$ cat src/hw/tms_pkg.sv
// constants, command codes and carrier types of the temperature monitor status and serial slave
package tms_pkg;
   localparam logic [6:0] DEV_ADDR_DFLT = 7'h2a;   // arbitrary default slave address
   localparam logic [6:0] ALERT_RESP_ADDR = 7'h0c;
   localparam logic [7:0] CMD_LOCAL = 8'h00;
   localparam logic [7:0] CMD_REMOTE = 8'h01;
   localparam logic [7:0] CMD_STATUS = 8'h02;
   localparam logic [7:0] CMD_CFG_RD = 8'h03;
   localparam logic [7:0] CMD_RATE_RD = 8'h04;
   localparam logic [7:0] CMD_LHI_RD = 8'h05;
   localparam logic [7:0] CMD_LLO_RD = 8'h06;
   localparam logic [7:0] CMD_RHI_RD = 8'h07;
   localparam logic [7:0] CMD_RLO_RD = 8'h08;
   localparam logic [7:0] CMD_CFG_WR = 8'h09;
   localparam logic [7:0] CMD_RATE_WR = 8'h0a;
   localparam logic [7:0] CMD_LHI_WR = 8'h0b;
   localparam logic [7:0] CMD_LLO_WR = 8'h0c;
   localparam logic [7:0] CMD_RHI_WR = 8'h0d;
   localparam logic [7:0] CMD_RLO_WR = 8'h0e;
   localparam logic [7:0] CMD_ONESHOT = 8'h0f;
   localparam logic [7:0] RST_PTR = 8'h00;
   localparam logic [2:0] RST_RATE = 3'h2;
   localparam logic [7:0] RST_HIGH = 8'h7f;
   localparam logic [7:0] RST_LOW = 8'hc9;
   localparam logic [7:0] RST_TEMP = 8'h00;
   localparam logic [7:0] TEMP_FAULT = 8'h7f;
   localparam logic [4:0] RST_FLAGS = 5'h00;
   localparam int CFG_MASK_BIT = 7;
   localparam int CFG_STBY_BIT = 6;
   localparam int FL_LHI = 4;
   localparam int FL_LLO = 3;
   localparam int FL_RHI = 2;
   localparam int FL_RLO = 1;
   localparam int FL_OPEN = 0;
   localparam logic [3:0] BIT_LAST = 4'h7;
   localparam logic [3:0] BIT_ACK = 4'h8;
   localparam logic [3:0] BIT_PRE = 4'hf;

   typedef enum logic [2:0] {
      ST_IDLE   = 3'b000,
      ST_ADDR   = 3'b001,
      ST_CMD    = 3'b010,
      ST_WDATA  = 3'b011,
      ST_READ   = 3'b100,
      ST_IGNORE = 3'b101
   } tms_state_t;

   typedef struct packed {
      logic [7:0] local_temp;
      logic [7:0] remote_temp;
      logic       diode_open;
      logic       diode_shorted;
   } tms_conv_t;

   typedef struct packed {
      logic [7:0] local_high;
      logic [7:0] local_low;
      logic [7:0] remote_high;
      logic [7:0] remote_low;
   } tms_limits_t;
endpackage

$ cat src/hw/tms_sync.sv
// two flip-flop synchroniser for the serial clock and data pins
`timescale 1ns/100ps
module tms_sync (
   // clock and reset
   input  wire logic       core_clk,
   input  wire logic       rst_n,
   // pin levels in, synchronised levels out
   input  wire logic [1:0] pin_in,
   output logic      [1:0] pin_sync
);
   logic [1:0] stage1;
   logic [1:0] next_stage1;
   logic [1:0] next_pin_sync;

   always_comb begin
      next_stage1 = pin_in;
      next_pin_sync = stage1;
   end

   // idle bus is high, so both stages reset high to avoid a false start
   always_ff @(posedge core_clk or negedge rst_n) begin
      if (!rst_n) begin
         stage1 <= 2'h3;
         pin_sync <= 2'h3;
      end else begin
         stage1 <= next_stage1;
         pin_sync <= next_pin_sync;
      end
   end
endmodule // tms_sync

$ cat src/hw/tms_top.sv
// status flags, latched alert with alert response, and byte protocol serial slave
`timescale 1ns/100ps
module tms_top #(
   parameter logic [6:0] DEV_ADDR = tms_pkg::DEV_ADDR_DFLT
) (
   // clock and reset
   input  wire logic              core_clk,
   input  wire logic              rst_n,
   // serial bus pins
   input  wire logic              scl_in,
   input  wire logic              serial_data_pin_in,
   output logic                   serial_data_pin_out,
   output logic                   serial_data_pin_oe,
   // alert pin, open drain
   output logic                   alert_n_out,
   output logic                   alert_n_oe,
   // conversion engine
   input  wire logic              auto_tick,
   input  wire logic              conv_done,
   input  wire tms_pkg::tms_conv_t conv,
   output logic                   conv_start,
   output logic                   standby,
   output logic [2:0]             conv_rate
);
   logic [1:0]           pins_sync;
   logic                 scl_s;
   logic                 sda_s;
   logic                 scl_d;
   logic                 sda_d;
   tms_pkg::tms_state_t  state;
   tms_pkg::tms_state_t  after;
   logic [3:0]           bit_cnt;
   logic [7:0]           shift;
   logic [7:0]           tx;
   logic                 is_ara;
   logic                 send_ok;
   logic [7:0]           cmd_ptr;
   logic                 cfg_mask;
   tms_pkg::tms_limits_t lim;
   logic [7:0]           local_temp_reading;
   logic [7:0]           remote_temp_reading;
   logic [4:0]           flags;
   logic [4:0]           cond;
   logic                 busy;
   logic                 fault_seen;
   logic                 fault_open;
   logic                 alert_latch;

   tms_pkg::tms_state_t  next_state;
   tms_pkg::tms_state_t  next_after;
   logic [3:0]           next_bit_cnt;
   logic [7:0]           next_shift;
   logic [7:0]           next_tx;
   logic                 next_is_ara;
   logic                 next_send_ok;
   logic [7:0]           next_cmd_ptr;
   logic                 next_cfg_mask;
   logic                 next_standby;
   logic [2:0]           next_conv_rate;
   tms_pkg::tms_limits_t next_lim;
   logic [7:0]           next_local;
   logic [7:0]           next_remote;
   logic [4:0]           next_flags;
   logic [4:0]           next_cond;
   logic                 next_busy;
   logic                 next_fault_seen;
   logic                 next_fault_open;
   logic                 next_alert_latch;
   logic                 next_alert_oe;
   logic                 next_sda_oe;
   logic                 next_conv_start;
   logic                 rise;
   logic                 fall;
   logic                 start_cond;
   logic                 stop_cond;
   logic                 status_clear;
   logic                 ara_clear;
   logic                 oneshot_req;
   logic [4:0]           set_vec;
   logic [7:0]           rd_byte;
   logic [7:0]           new_remote;

   tms_sync u_sync (
      .core_clk (core_clk),
      .rst_n    (rst_n),
      .pin_in   ({scl_in, serial_data_pin_in}),
      .pin_sync (pins_sync)
   );
   assign scl_s = pins_sync[1];
   assign sda_s = pins_sync[0];

   function automatic logic ge_s(input logic [7:0] a, input logic [7:0] b);
      ge_s = $signed(a) >= $signed(b);
   endfunction

   function automatic logic wr_cmd(input logic [7:0] c);
      wr_cmd = (c >= tms_pkg::CMD_CFG_WR) && (c <= tms_pkg::CMD_RLO_WR);
   endfunction

   // reserved status bits and unused pointers read zero
   function automatic logic [7:0] rd_mux(input logic [7:0] c);
      case (c)
         tms_pkg::CMD_LOCAL:   rd_mux = local_temp_reading;
         tms_pkg::CMD_REMOTE:  rd_mux = remote_temp_reading;
         tms_pkg::CMD_STATUS:  rd_mux = {busy, flags, 2'h0};
         tms_pkg::CMD_CFG_RD:  rd_mux = {cfg_mask, standby, 6'h00};
         tms_pkg::CMD_RATE_RD: rd_mux = {5'h00, conv_rate};
         tms_pkg::CMD_LHI_RD:  rd_mux = lim.local_high;
         tms_pkg::CMD_LLO_RD:  rd_mux = lim.local_low;
         tms_pkg::CMD_RHI_RD:  rd_mux = lim.remote_high;
         tms_pkg::CMD_RLO_RD:  rd_mux = lim.remote_low;
         default:              rd_mux = 8'h00;
      endcase
   endfunction

   always_comb begin
      rise = scl_s && !scl_d;
      fall = !scl_s && scl_d;
      start_cond = scl_s && scl_d && sda_d && !sda_s;
      stop_cond = scl_s && scl_d && !sda_d && sda_s;
      next_state = state;
      next_after = after;
      next_bit_cnt = bit_cnt;
      next_shift = shift;
      next_tx = tx;
      next_is_ara = is_ara;
      next_send_ok = send_ok;
      next_cmd_ptr = cmd_ptr;
      next_cfg_mask = cfg_mask;
      next_standby = standby;
      next_conv_rate = conv_rate;
      next_lim = lim;
      next_sda_oe = serial_data_pin_oe;
      status_clear = 1'b0;
      ara_clear = 1'b0;
      oneshot_req = 1'b0;
      rd_byte = 8'h00;
      // serial slave, all four byte protocols share one walk
      if (start_cond) begin
         next_state = tms_pkg::ST_ADDR;
         // the scl fall that closes the start wraps this to zero, so it is not counted as a bit
         next_bit_cnt = tms_pkg::BIT_PRE;
         next_sda_oe = 1'b0;
         next_send_ok = 1'b0;
      end else if (stop_cond) begin
         // only a command with no data byte behind it converts
         oneshot_req = send_ok && (cmd_ptr == tms_pkg::CMD_ONESHOT);
         next_state = tms_pkg::ST_IDLE;
         next_sda_oe = 1'b0;
         next_send_ok = 1'b0;
      end else if (state != tms_pkg::ST_IDLE) begin
         if (rise && (bit_cnt < tms_pkg::BIT_ACK)) begin
            next_shift = {shift[6:0], sda_s};
         end
         if (rise && (bit_cnt == tms_pkg::BIT_ACK) && (state == tms_pkg::ST_READ)) begin
            // a byte counts as read once its ninth clock arrives, acked or not
            if (is_ara) begin
               ara_clear = 1'b1;
            end else if (cmd_ptr == tms_pkg::CMD_STATUS) begin
               status_clear = 1'b1;
            end
            if (sda_s) begin
               next_state = tms_pkg::ST_IGNORE;
               next_after = tms_pkg::ST_IGNORE;
            end
         end
         if (fall) begin
            if (bit_cnt == tms_pkg::BIT_LAST) begin
               next_bit_cnt = tms_pkg::BIT_ACK;
               next_sda_oe = 1'b0;
               case (state)
                  tms_pkg::ST_ADDR: begin
                     if (shift[7:1] == DEV_ADDR) begin
                        next_sda_oe = 1'b1;
                        next_is_ara = 1'b0;
                        next_after = shift[0] ? tms_pkg::ST_READ : tms_pkg::ST_CMD;
                     end else if ((shift[7:1] == tms_pkg::ALERT_RESP_ADDR) && shift[0] && alert_latch) begin
                        next_sda_oe = 1'b1;
                        next_is_ara = 1'b1;
                        next_after = tms_pkg::ST_READ;
                     end else begin
                        next_after = tms_pkg::ST_IGNORE;
                     end
                  end
                  tms_pkg::ST_CMD: begin
                     next_sda_oe = 1'b1;
                     next_cmd_ptr = shift;
                     next_send_ok = 1'b1;
                     next_after = tms_pkg::ST_WDATA;
                  end
                  tms_pkg::ST_WDATA: begin
                     next_send_ok = 1'b0;
                     next_after = tms_pkg::ST_IGNORE;
                     // read-only codes, status among them, get a nack and no store
                     if (wr_cmd(cmd_ptr)) begin
                        next_sda_oe = 1'b1;
                        case (cmd_ptr)
                           tms_pkg::CMD_CFG_WR: begin
                              next_cfg_mask = shift[tms_pkg::CFG_MASK_BIT];
                              next_standby = shift[tms_pkg::CFG_STBY_BIT];
                           end
                           tms_pkg::CMD_RATE_WR: next_conv_rate = shift[2:0];
                           tms_pkg::CMD_LHI_WR:  next_lim.local_high = shift;
                           tms_pkg::CMD_LLO_WR:  next_lim.local_low = shift;
                           tms_pkg::CMD_RHI_WR:  next_lim.remote_high = shift;
                           default:              next_lim.remote_low = shift;
                        endcase
                     end
                  end
                  default: next_sda_oe = 1'b0;
               endcase
            end else if (bit_cnt == tms_pkg::BIT_ACK) begin
               next_bit_cnt = 4'h0;
               next_state = after;
               next_sda_oe = 1'b0;
               if (after == tms_pkg::ST_READ) begin
                  rd_byte = is_ara ? {DEV_ADDR, 1'b1} : rd_mux(cmd_ptr);
                  next_tx = rd_byte;
                  next_sda_oe = !rd_byte[7];
               end
            end else begin
               next_bit_cnt = bit_cnt + 4'h1;
               if (state == tms_pkg::ST_READ) begin
                  next_tx = {tx[6:0], 1'b0};
                  next_sda_oe = !tx[6];
               end
            end
         end
      end
   end

   always_comb begin
      next_busy = busy;
      next_cond = cond;
      next_fault_seen = fault_seen;
      next_fault_open = fault_open;
      next_local = local_temp_reading;
      next_remote = remote_temp_reading;
      set_vec = 5'h00;
      new_remote = conv.remote_temp;
      // a one-shot during a conversion is dropped, standby still allows one
      next_conv_start = !busy && !conv_start && (oneshot_req || (auto_tick && !standby));
      if (conv_start) begin
         next_busy = 1'b1;
         next_fault_seen = conv.diode_open || conv.diode_shorted;
         next_fault_open = conv.diode_open;
         if (conv.diode_open || conv.diode_shorted) begin
            next_remote = tms_pkg::TEMP_FAULT;
            set_vec[tms_pkg::FL_RHI] = 1'b1;
            set_vec[tms_pkg::FL_OPEN] = conv.diode_open;
            next_cond = cond | set_vec;
         end
      end else if (busy && conv_done) begin
         next_busy = 1'b0;
         new_remote = fault_seen ? tms_pkg::TEMP_FAULT : conv.remote_temp;
         next_local = conv.local_temp;
         next_remote = new_remote;
         set_vec[tms_pkg::FL_LHI] = ge_s(conv.local_temp, lim.local_high);
         set_vec[tms_pkg::FL_LLO] = ge_s(lim.local_low, conv.local_temp);
         set_vec[tms_pkg::FL_RHI] = ge_s(new_remote, lim.remote_high);
         set_vec[tms_pkg::FL_RLO] = ge_s(lim.remote_low, new_remote);
         set_vec[tms_pkg::FL_OPEN] = fault_open;
         next_cond = set_vec;
      end
      // set wins over the clear of a read in the same cycle
      next_flags = (status_clear ? cond : flags) | set_vec;
      next_alert_latch = (ara_clear ? |cond : alert_latch) | (|set_vec);
      next_alert_oe = next_alert_latch && !next_cfg_mask;
   end

   always_ff @(posedge core_clk or negedge rst_n) begin
      if (!rst_n) begin
         scl_d <= 1'b1;
         sda_d <= 1'b1;
         state <= tms_pkg::ST_IDLE;
         after <= tms_pkg::ST_IDLE;
         bit_cnt <= 4'h0;
         shift <= 8'h00;
         tx <= 8'h00;
         is_ara <= 1'b0;
         send_ok <= 1'b0;
         cmd_ptr <= tms_pkg::RST_PTR;
         cfg_mask <= 1'b0;
         standby <= 1'b0;
         conv_rate <= tms_pkg::RST_RATE;
         lim <= {tms_pkg::RST_HIGH, tms_pkg::RST_LOW, tms_pkg::RST_HIGH, tms_pkg::RST_LOW};
         local_temp_reading <= tms_pkg::RST_TEMP;
         remote_temp_reading <= tms_pkg::RST_TEMP;
         flags <= tms_pkg::RST_FLAGS;
         cond <= tms_pkg::RST_FLAGS;
         busy <= 1'b0;
         fault_seen <= 1'b0;
         fault_open <= 1'b0;
         alert_latch <= 1'b0;
         alert_n_oe <= 1'b0;
         alert_n_out <= 1'b0;
         serial_data_pin_oe <= 1'b0;
         serial_data_pin_out <= 1'b0;
         conv_start <= 1'b0;
      end else begin
         scl_d <= scl_s;
         sda_d <= sda_s;
         state <= next_state;
         after <= next_after;
         bit_cnt <= next_bit_cnt;
         shift <= next_shift;
         tx <= next_tx;
         is_ara <= next_is_ara;
         send_ok <= next_send_ok;
         cmd_ptr <= next_cmd_ptr;
         cfg_mask <= next_cfg_mask;
         standby <= next_standby;
         conv_rate <= next_conv_rate;
         lim <= next_lim;
         local_temp_reading <= next_local;
         remote_temp_reading <= next_remote;
         flags <= next_flags;
         cond <= next_cond;
         busy <= next_busy;
         fault_seen <= next_fault_seen;
         fault_open <= next_fault_open;
         alert_latch <= next_alert_latch;
         alert_n_oe <= next_alert_oe;
         alert_n_out <= 1'b0;
         serial_data_pin_oe <= next_sda_oe;
         serial_data_pin_out <= 1'b0;
         conv_start <= next_conv_start;
      end
   end

   property p_status_nowrite;
      @(posedge core_clk) disable iff (!rst_n)
      (state == tms_pkg::ST_WDATA && fall && bit_cnt == tms_pkg::BIT_LAST && cmd_ptr == tms_pkg::CMD_STATUS)
         |=> !serial_data_pin_oe && (flags == ($past(flags) | $past(set_vec)));
   endproperty
   a_status_nowrite: assert property (p_status_nowrite) else $error("status write was not refused");

   property p_reset_flags;
      @(posedge core_clk) $rose(rst_n) |-> flags == 5'h00 && !alert_n_oe && cmd_ptr == 8'h00;
   endproperty
   a_reset_flags: assert property (p_reset_flags) else $error("state wrong after reset");

   property p_read_clears;
      @(posedge core_clk) disable iff (!rst_n)
      status_clear && set_vec == 5'h00 |=> flags == $past(cond);
   endproperty
   a_read_clears: assert property (p_read_clears) else $error("status read did not clear to condition");

   property p_status_layout;
      @(posedge core_clk) disable iff (!rst_n)
      (state != tms_pkg::ST_IDLE && fall && bit_cnt == tms_pkg::BIT_ACK && after == tms_pkg::ST_READ
         && !is_ara && cmd_ptr == tms_pkg::CMD_STATUS)
         |=> tx == {$past(busy), $past(flags), 2'h0} && serial_data_pin_oe == !$past(busy);
   endproperty
   a_status_layout: assert property (p_status_layout) else $error("status byte layout wrong");

   property p_sticky;
      @(posedge core_clk) disable iff (!rst_n)
      !status_clear |=> (flags & $past(flags)) == $past(flags);
   endproperty
   a_sticky: assert property (p_sticky) else $error("flag dropped without a read");

   property p_fault_alert;
      @(posedge core_clk) disable iff (!rst_n)
      (|set_vec) && !cfg_mask && !(state == tms_pkg::ST_WDATA) |=> alert_latch ##1 alert_n_oe || cfg_mask;
   endproperty
   a_fault_alert: assert property (p_fault_alert) else $error("fault did not raise alert");

   property p_alert_drive;
      @(posedge core_clk) disable iff (!rst_n)
      alert_n_oe == (alert_latch && !cfg_mask) && !alert_n_out;
   endproperty
   a_alert_drive: assert property (p_alert_drive) else $error("alert pin drive wrong");

   property p_alert_latched;
      @(posedge core_clk) disable iff (!rst_n)
      alert_latch && !ara_clear |=> alert_latch;
   endproperty
   a_alert_latched: assert property (p_alert_latched) else $error("alert cleared without alert response");

   property p_ara_release;
      @(posedge core_clk) disable iff (!rst_n)
      ara_clear && cond == 5'h00 && set_vec == 5'h00 |=> !alert_latch;
   endproperty
   a_ara_release: assert property (p_ara_release) else $error("alert not released by response");

   property p_diode_open;
      @(posedge core_clk) disable iff (!rst_n)
      conv_start && conv.diode_open |=> flags[tms_pkg::FL_OPEN] && flags[tms_pkg::FL_RHI] && alert_latch
         && remote_temp_reading == 8'h7f;
   endproperty
   a_diode_open: assert property (p_diode_open) else $error("open diode not flagged");

   property p_busy_hold;
      @(posedge core_clk) disable iff (!rst_n)
      conv_start |=> busy ##0 (busy && !conv_done) [*1] |=> busy;
   endproperty
   a_busy_hold: assert property (p_busy_hold) else $error("busy dropped before results stored");
endmodule // tms_top

$ cat config.mk
export PLATFORM = sky130hd
export DESIGN_NAME = tms_top
export DESIGN_NICKNAME = d
export VERILOG_FILES = /design/src/hw/tms_pkg.sv /design/src/hw/tms_sync.sv /design/src/hw/tms_top.sv
export SDC_FILE = /design/constraint.sdc
export NUM_CORES = 1
export LEC_CHECK = 0
export BUFFER_PORTS_ARGS = -buffer_cell sky130_fd_sc_hd__buf_2
export CAP_MARGIN = 20
export CORE_MARGIN = 3
export CORE_UTILIZATION = 40
export DETAILED_ROUTE_END_ITERATION = 16
export PLACE_DENSITY = 0.55
export SLEW_MARGIN = 0
export SYNTH_ARGS = -nofsm -noshare
export SYNTH_HDL_FRONTEND = slang
export SYNTH_SLANG_ARGS = --single-unit
export TNS_END_PERCENT = 50
$ cat constraint.sdc
create_clock -name core_clk -period 2.8 [get_ports core_clk]
set_clock_uncertainty 0.15 [all_clocks]
set_input_delay 0.28 -clock core_clk [delete_from_list [all_inputs] [get_ports core_clk]]
set_output_delay 0.28 -clock core_clk [all_outputs]
set_load 0.01 [all_outputs]
==> run_results.csv <==
group,metric,value,unit
run_status,outcome,"complete, no violations",
final_layout,ff_latch_area,2810,um^2
die,io-pin-count,33,
synth,synth_flop_cell,"dfrtp_1",
global_route,grt_overflow,0,
synth,syn_area_per_cell,9.79,um^2
pwr,combPwrFrac,16.9,%
drt,drt_iter0_markers,354,
global_route,grt_use_total,21.1,%
timing,tightest_slew,0.549,ns
setup_path,required,2.94,ns
cts,cts_buffer_depth,2,
setup_path,cp-start-kind,"flip-flop",
drt,routedWlPerCell,19.5,um
timing,hold_violations,0,
setup_path,critPathMaxFanout,4,
setup_path,path_delay_family,"simple AND/OR/NAND/NOR gates",
final_layout,finalNetCount,718,
timing,setup-violations-final,0,
global_route,antenna_found_initial,0,
setup_path,crit_chain,"ha_1 -> nand3b_1 -> or4_4 -> or4_4 -> nor2_2 -> mux2_1 -> a21oi_1",
synth,yosys_warnings,0,
pwr,seqPwrFrac,50.6,%
pwr,p_per_area,549,nW/um^2
setup_path,path_class,"flip-flop to flip-flop",
pwr,power.switching,1.14,mW
synth,yosys-top-cells-count,"dfrtp_1 (82), nand2_1 (74), inv_1 (45)",
synth,syn_area,6070,um^2
pwr,sw_frac_of_total,30.0,%
timing,max_freq,378,MHz
cts,numCtsBuffers,9,
drt,routed_via_density,5.67,
cts,htreeDepth,3,
timing,grt_setup_unrepaired,"false",
drt,routed_wirelength,16.7,mm
synth,synth.area.top_cells,"dfrtp_1 (34%), dfstp_2 (13%), ha_1 (5.6%)",
final_layout,num-fill-cells,1406,
setup_path,worstPathArrival,2.79,ns
die,start_util,41.3,%
die,rows,44,
drt,postRouteAntennaNets,0,
synth,synth_top_area_share,33.8,%
timing,max_slew_margin,62.5,%
global_route,grt_max_degree,50,
synth,synthDistinctLibCells,71,
global_route,grt_first_pass_wirelength,26.7,mm
cts,cts_tree,"built",
global_route,busiest_layer,"met1",
global_route,grt_pass1_vias,4730,
timing,period_share,94.6,%
timing,fin_crit,2.65,ns
cts,cts_root_buf,"clkbuf_16",
pwr,max-vdd-ir-drop,0.290,mV
final_layout,area_growth,13.8,%
global_route,use_met2,31.1,%
run,drv_cap,0,
final_layout,drive_gt1_share,22.0,%
setup_path,cp-end-kind,"flip-flop",
die,die_y,129,um
cts,clk_latency,0.36,ns
global_route,met3_usage,4.78,%
placed_design,hpwl,12.8,mm
synth,async_reset_ff_share,100,%
worst_hold_path,holdCritStartpoint,"conv[1]",
placed_design,gp_congestion,0.923,
die,die_x,129,um
die,die_area,16700,um^2
synth,synth-seq-cells,111,
synth,ys_seq_area_share,46.4,%
synth,synthCells,620,
timing,report.final.slew_viol_count,0,
synth,yosysMostFrequentCell,"dfrtp_1",
pwr,power,3.79,mW
placed_design,portBuffers,30,
setup_path,crit_path_frequent_cell,"or4_4",
pwr,internal-power,2.65,mW
setup_path,path_buf_inv,0,
setup_path,crit_slowest_cell,"or4_4",
pwr,power_leakage,3.13,nW
cts,cts_sinks,111,
die,core_area,14700,um^2
setup_path,cpPeakStageDelay,0.58,ns
global_route,met1_usage,31.4,%
final_layout,multi_input_area,2980,um^2
setup_path,r2r-start,"bit_cnt[0]",
drt,first_pass_iters,4,
pwr,clkPwrFrac,32.5,%
worst_hold_path,hold_class,"primary input to flip-flop",
timing,setup_tns,0,ns
drt,via_count,4855,
synth,synth_edf_count,0,
cts,clk_pin_slew_worst_paths,0.08,ns
final_layout,antenna_cells,0,
drt,drc_errors,0,
synth,synth.largest_area_cell,"dfrtp_1",
setup_path,crit_start,"bit_cnt[0]",
[worst paths after layout]
check | to | slack, ns | cells after the start
max | alert_n_oe | 0.15 | 7
min in group asynchronous | state[1] | 0.30 | 2
min reg2reg | u_sync.pin_sync[0] | 0.20 | 0
max in group asynchronous | lim[22] | 1.42 | 3
max reg2reg | alert_n_oe | 0.15 | 7
min | fault_open | 0.05 | 2
[sequential cells by signal (all words and copies together), names as in the netlist, 2 cells and up]
register              flops
after                     3
bit_cnt                   4
cmd_ptr                   8
cond                      5
conv_rate                 3
flags                     5
lim                      32
local_temp_reading        8
remote_temp_reading       8
shift                     8
state                     3
tx                        7
u_sync.next_pin_sync      2
u_sync.pin_sync           2
[per-layer routing]
metal,wire (um),vias to the layer above
met5,0,-
met4,309,0
met3,844,24
met2,7280,122
met1,8280,2397
li1,-,2312
[power by group through the flow]
stage / Sequential, mW / Clock [mW] / Combinational, mW
after floorplan: 1.88 / 0 / 0.430
after global placement: 1.94 / 0 / 0.605
after detailed placement: 1.94 / 0 / 0.630
after CTS: 1.92 / 1.27 / 0.633
after global routing: 1.94 / 1.33 / 0.742
final: 1.92 / 1.23 / 0.642
[logic make-up (layout without fill, tap and decap cells)]
group	count (synthesis)	count (layout)	synth area share [%]
buf+inv	76	127	4.86
flops	111	111	46.4
fa+ha+maj	27	27	5.56
other cells	1	2	0.0618
compound gates	147	147	16.1
mux	56	56	10.2
xor+xnor	3	3	0.433
simple gates	199	199	16.4
[what timing repair did]
action	CTS	global route
setup buffers	0	1
hold endpoints to repair	27	0
hold buffers	3	0
gates resized for setup	0	4
setup endpoints to repair	0	7
[layout by cell type, fill, tap and decap left out, types with 4 or more instances in the layout]
master and instances:
buf_4 32, a21o_1 6, a22o_1 4, nand2b_1 7, nand3_1 13, o21ai_1 12, o211ai_1 4, o21ai_0 31
a211oi_1 4, o31ai_1 4, or3_1 4, and3_1 6, buf_2 29, dfstp_2 29, inv_1 45, mux2i_1 9
nand2_1 74, a21oi_1 27, dfrtp_1 82, nor2b_1 9, nor3_1 9, a22oi_1 10, nor2_1 38, nor4_1 4
clkbuf_16 9, mux2_2 26, ha_1 27, a221oi_1 7, nand4_1 4, o22ai_1 5, mux2_1 21
[per-stage QoR]
stage | worst slack [ns] | area [um^2] | util (%) | hold slack (ns) | cells
finish | 0.152 | 6910 | 47.0 | 0.0508 | 856
global route | 0.0100 | 6910 | 47.0 | 0.0509 | 856
CTS | 0.0661 | 6890 | 46.8 | 0.0365 | 855
detailed placement | 0.0842 | 6580 | 44.8 | 0.152 | 836
global placement | 0.103 | 6580 | 44.8 | 0.145 | 836
floorplan | 0.239 | 6070 | - | -0.166 | 621
[layout make-up]
cell class                 instances  share of cell area [%]
multi-input combinational        434                    43.1
sequential                       111                    40.7
timing repair buffer              65                    6.30
clock buffer                      11                    3.37
tap                              184                    3.33
inverter                          46                    2.50
clock inverter                     5                   0.616
Note: power is estimated with default switching activity, not from simulation.
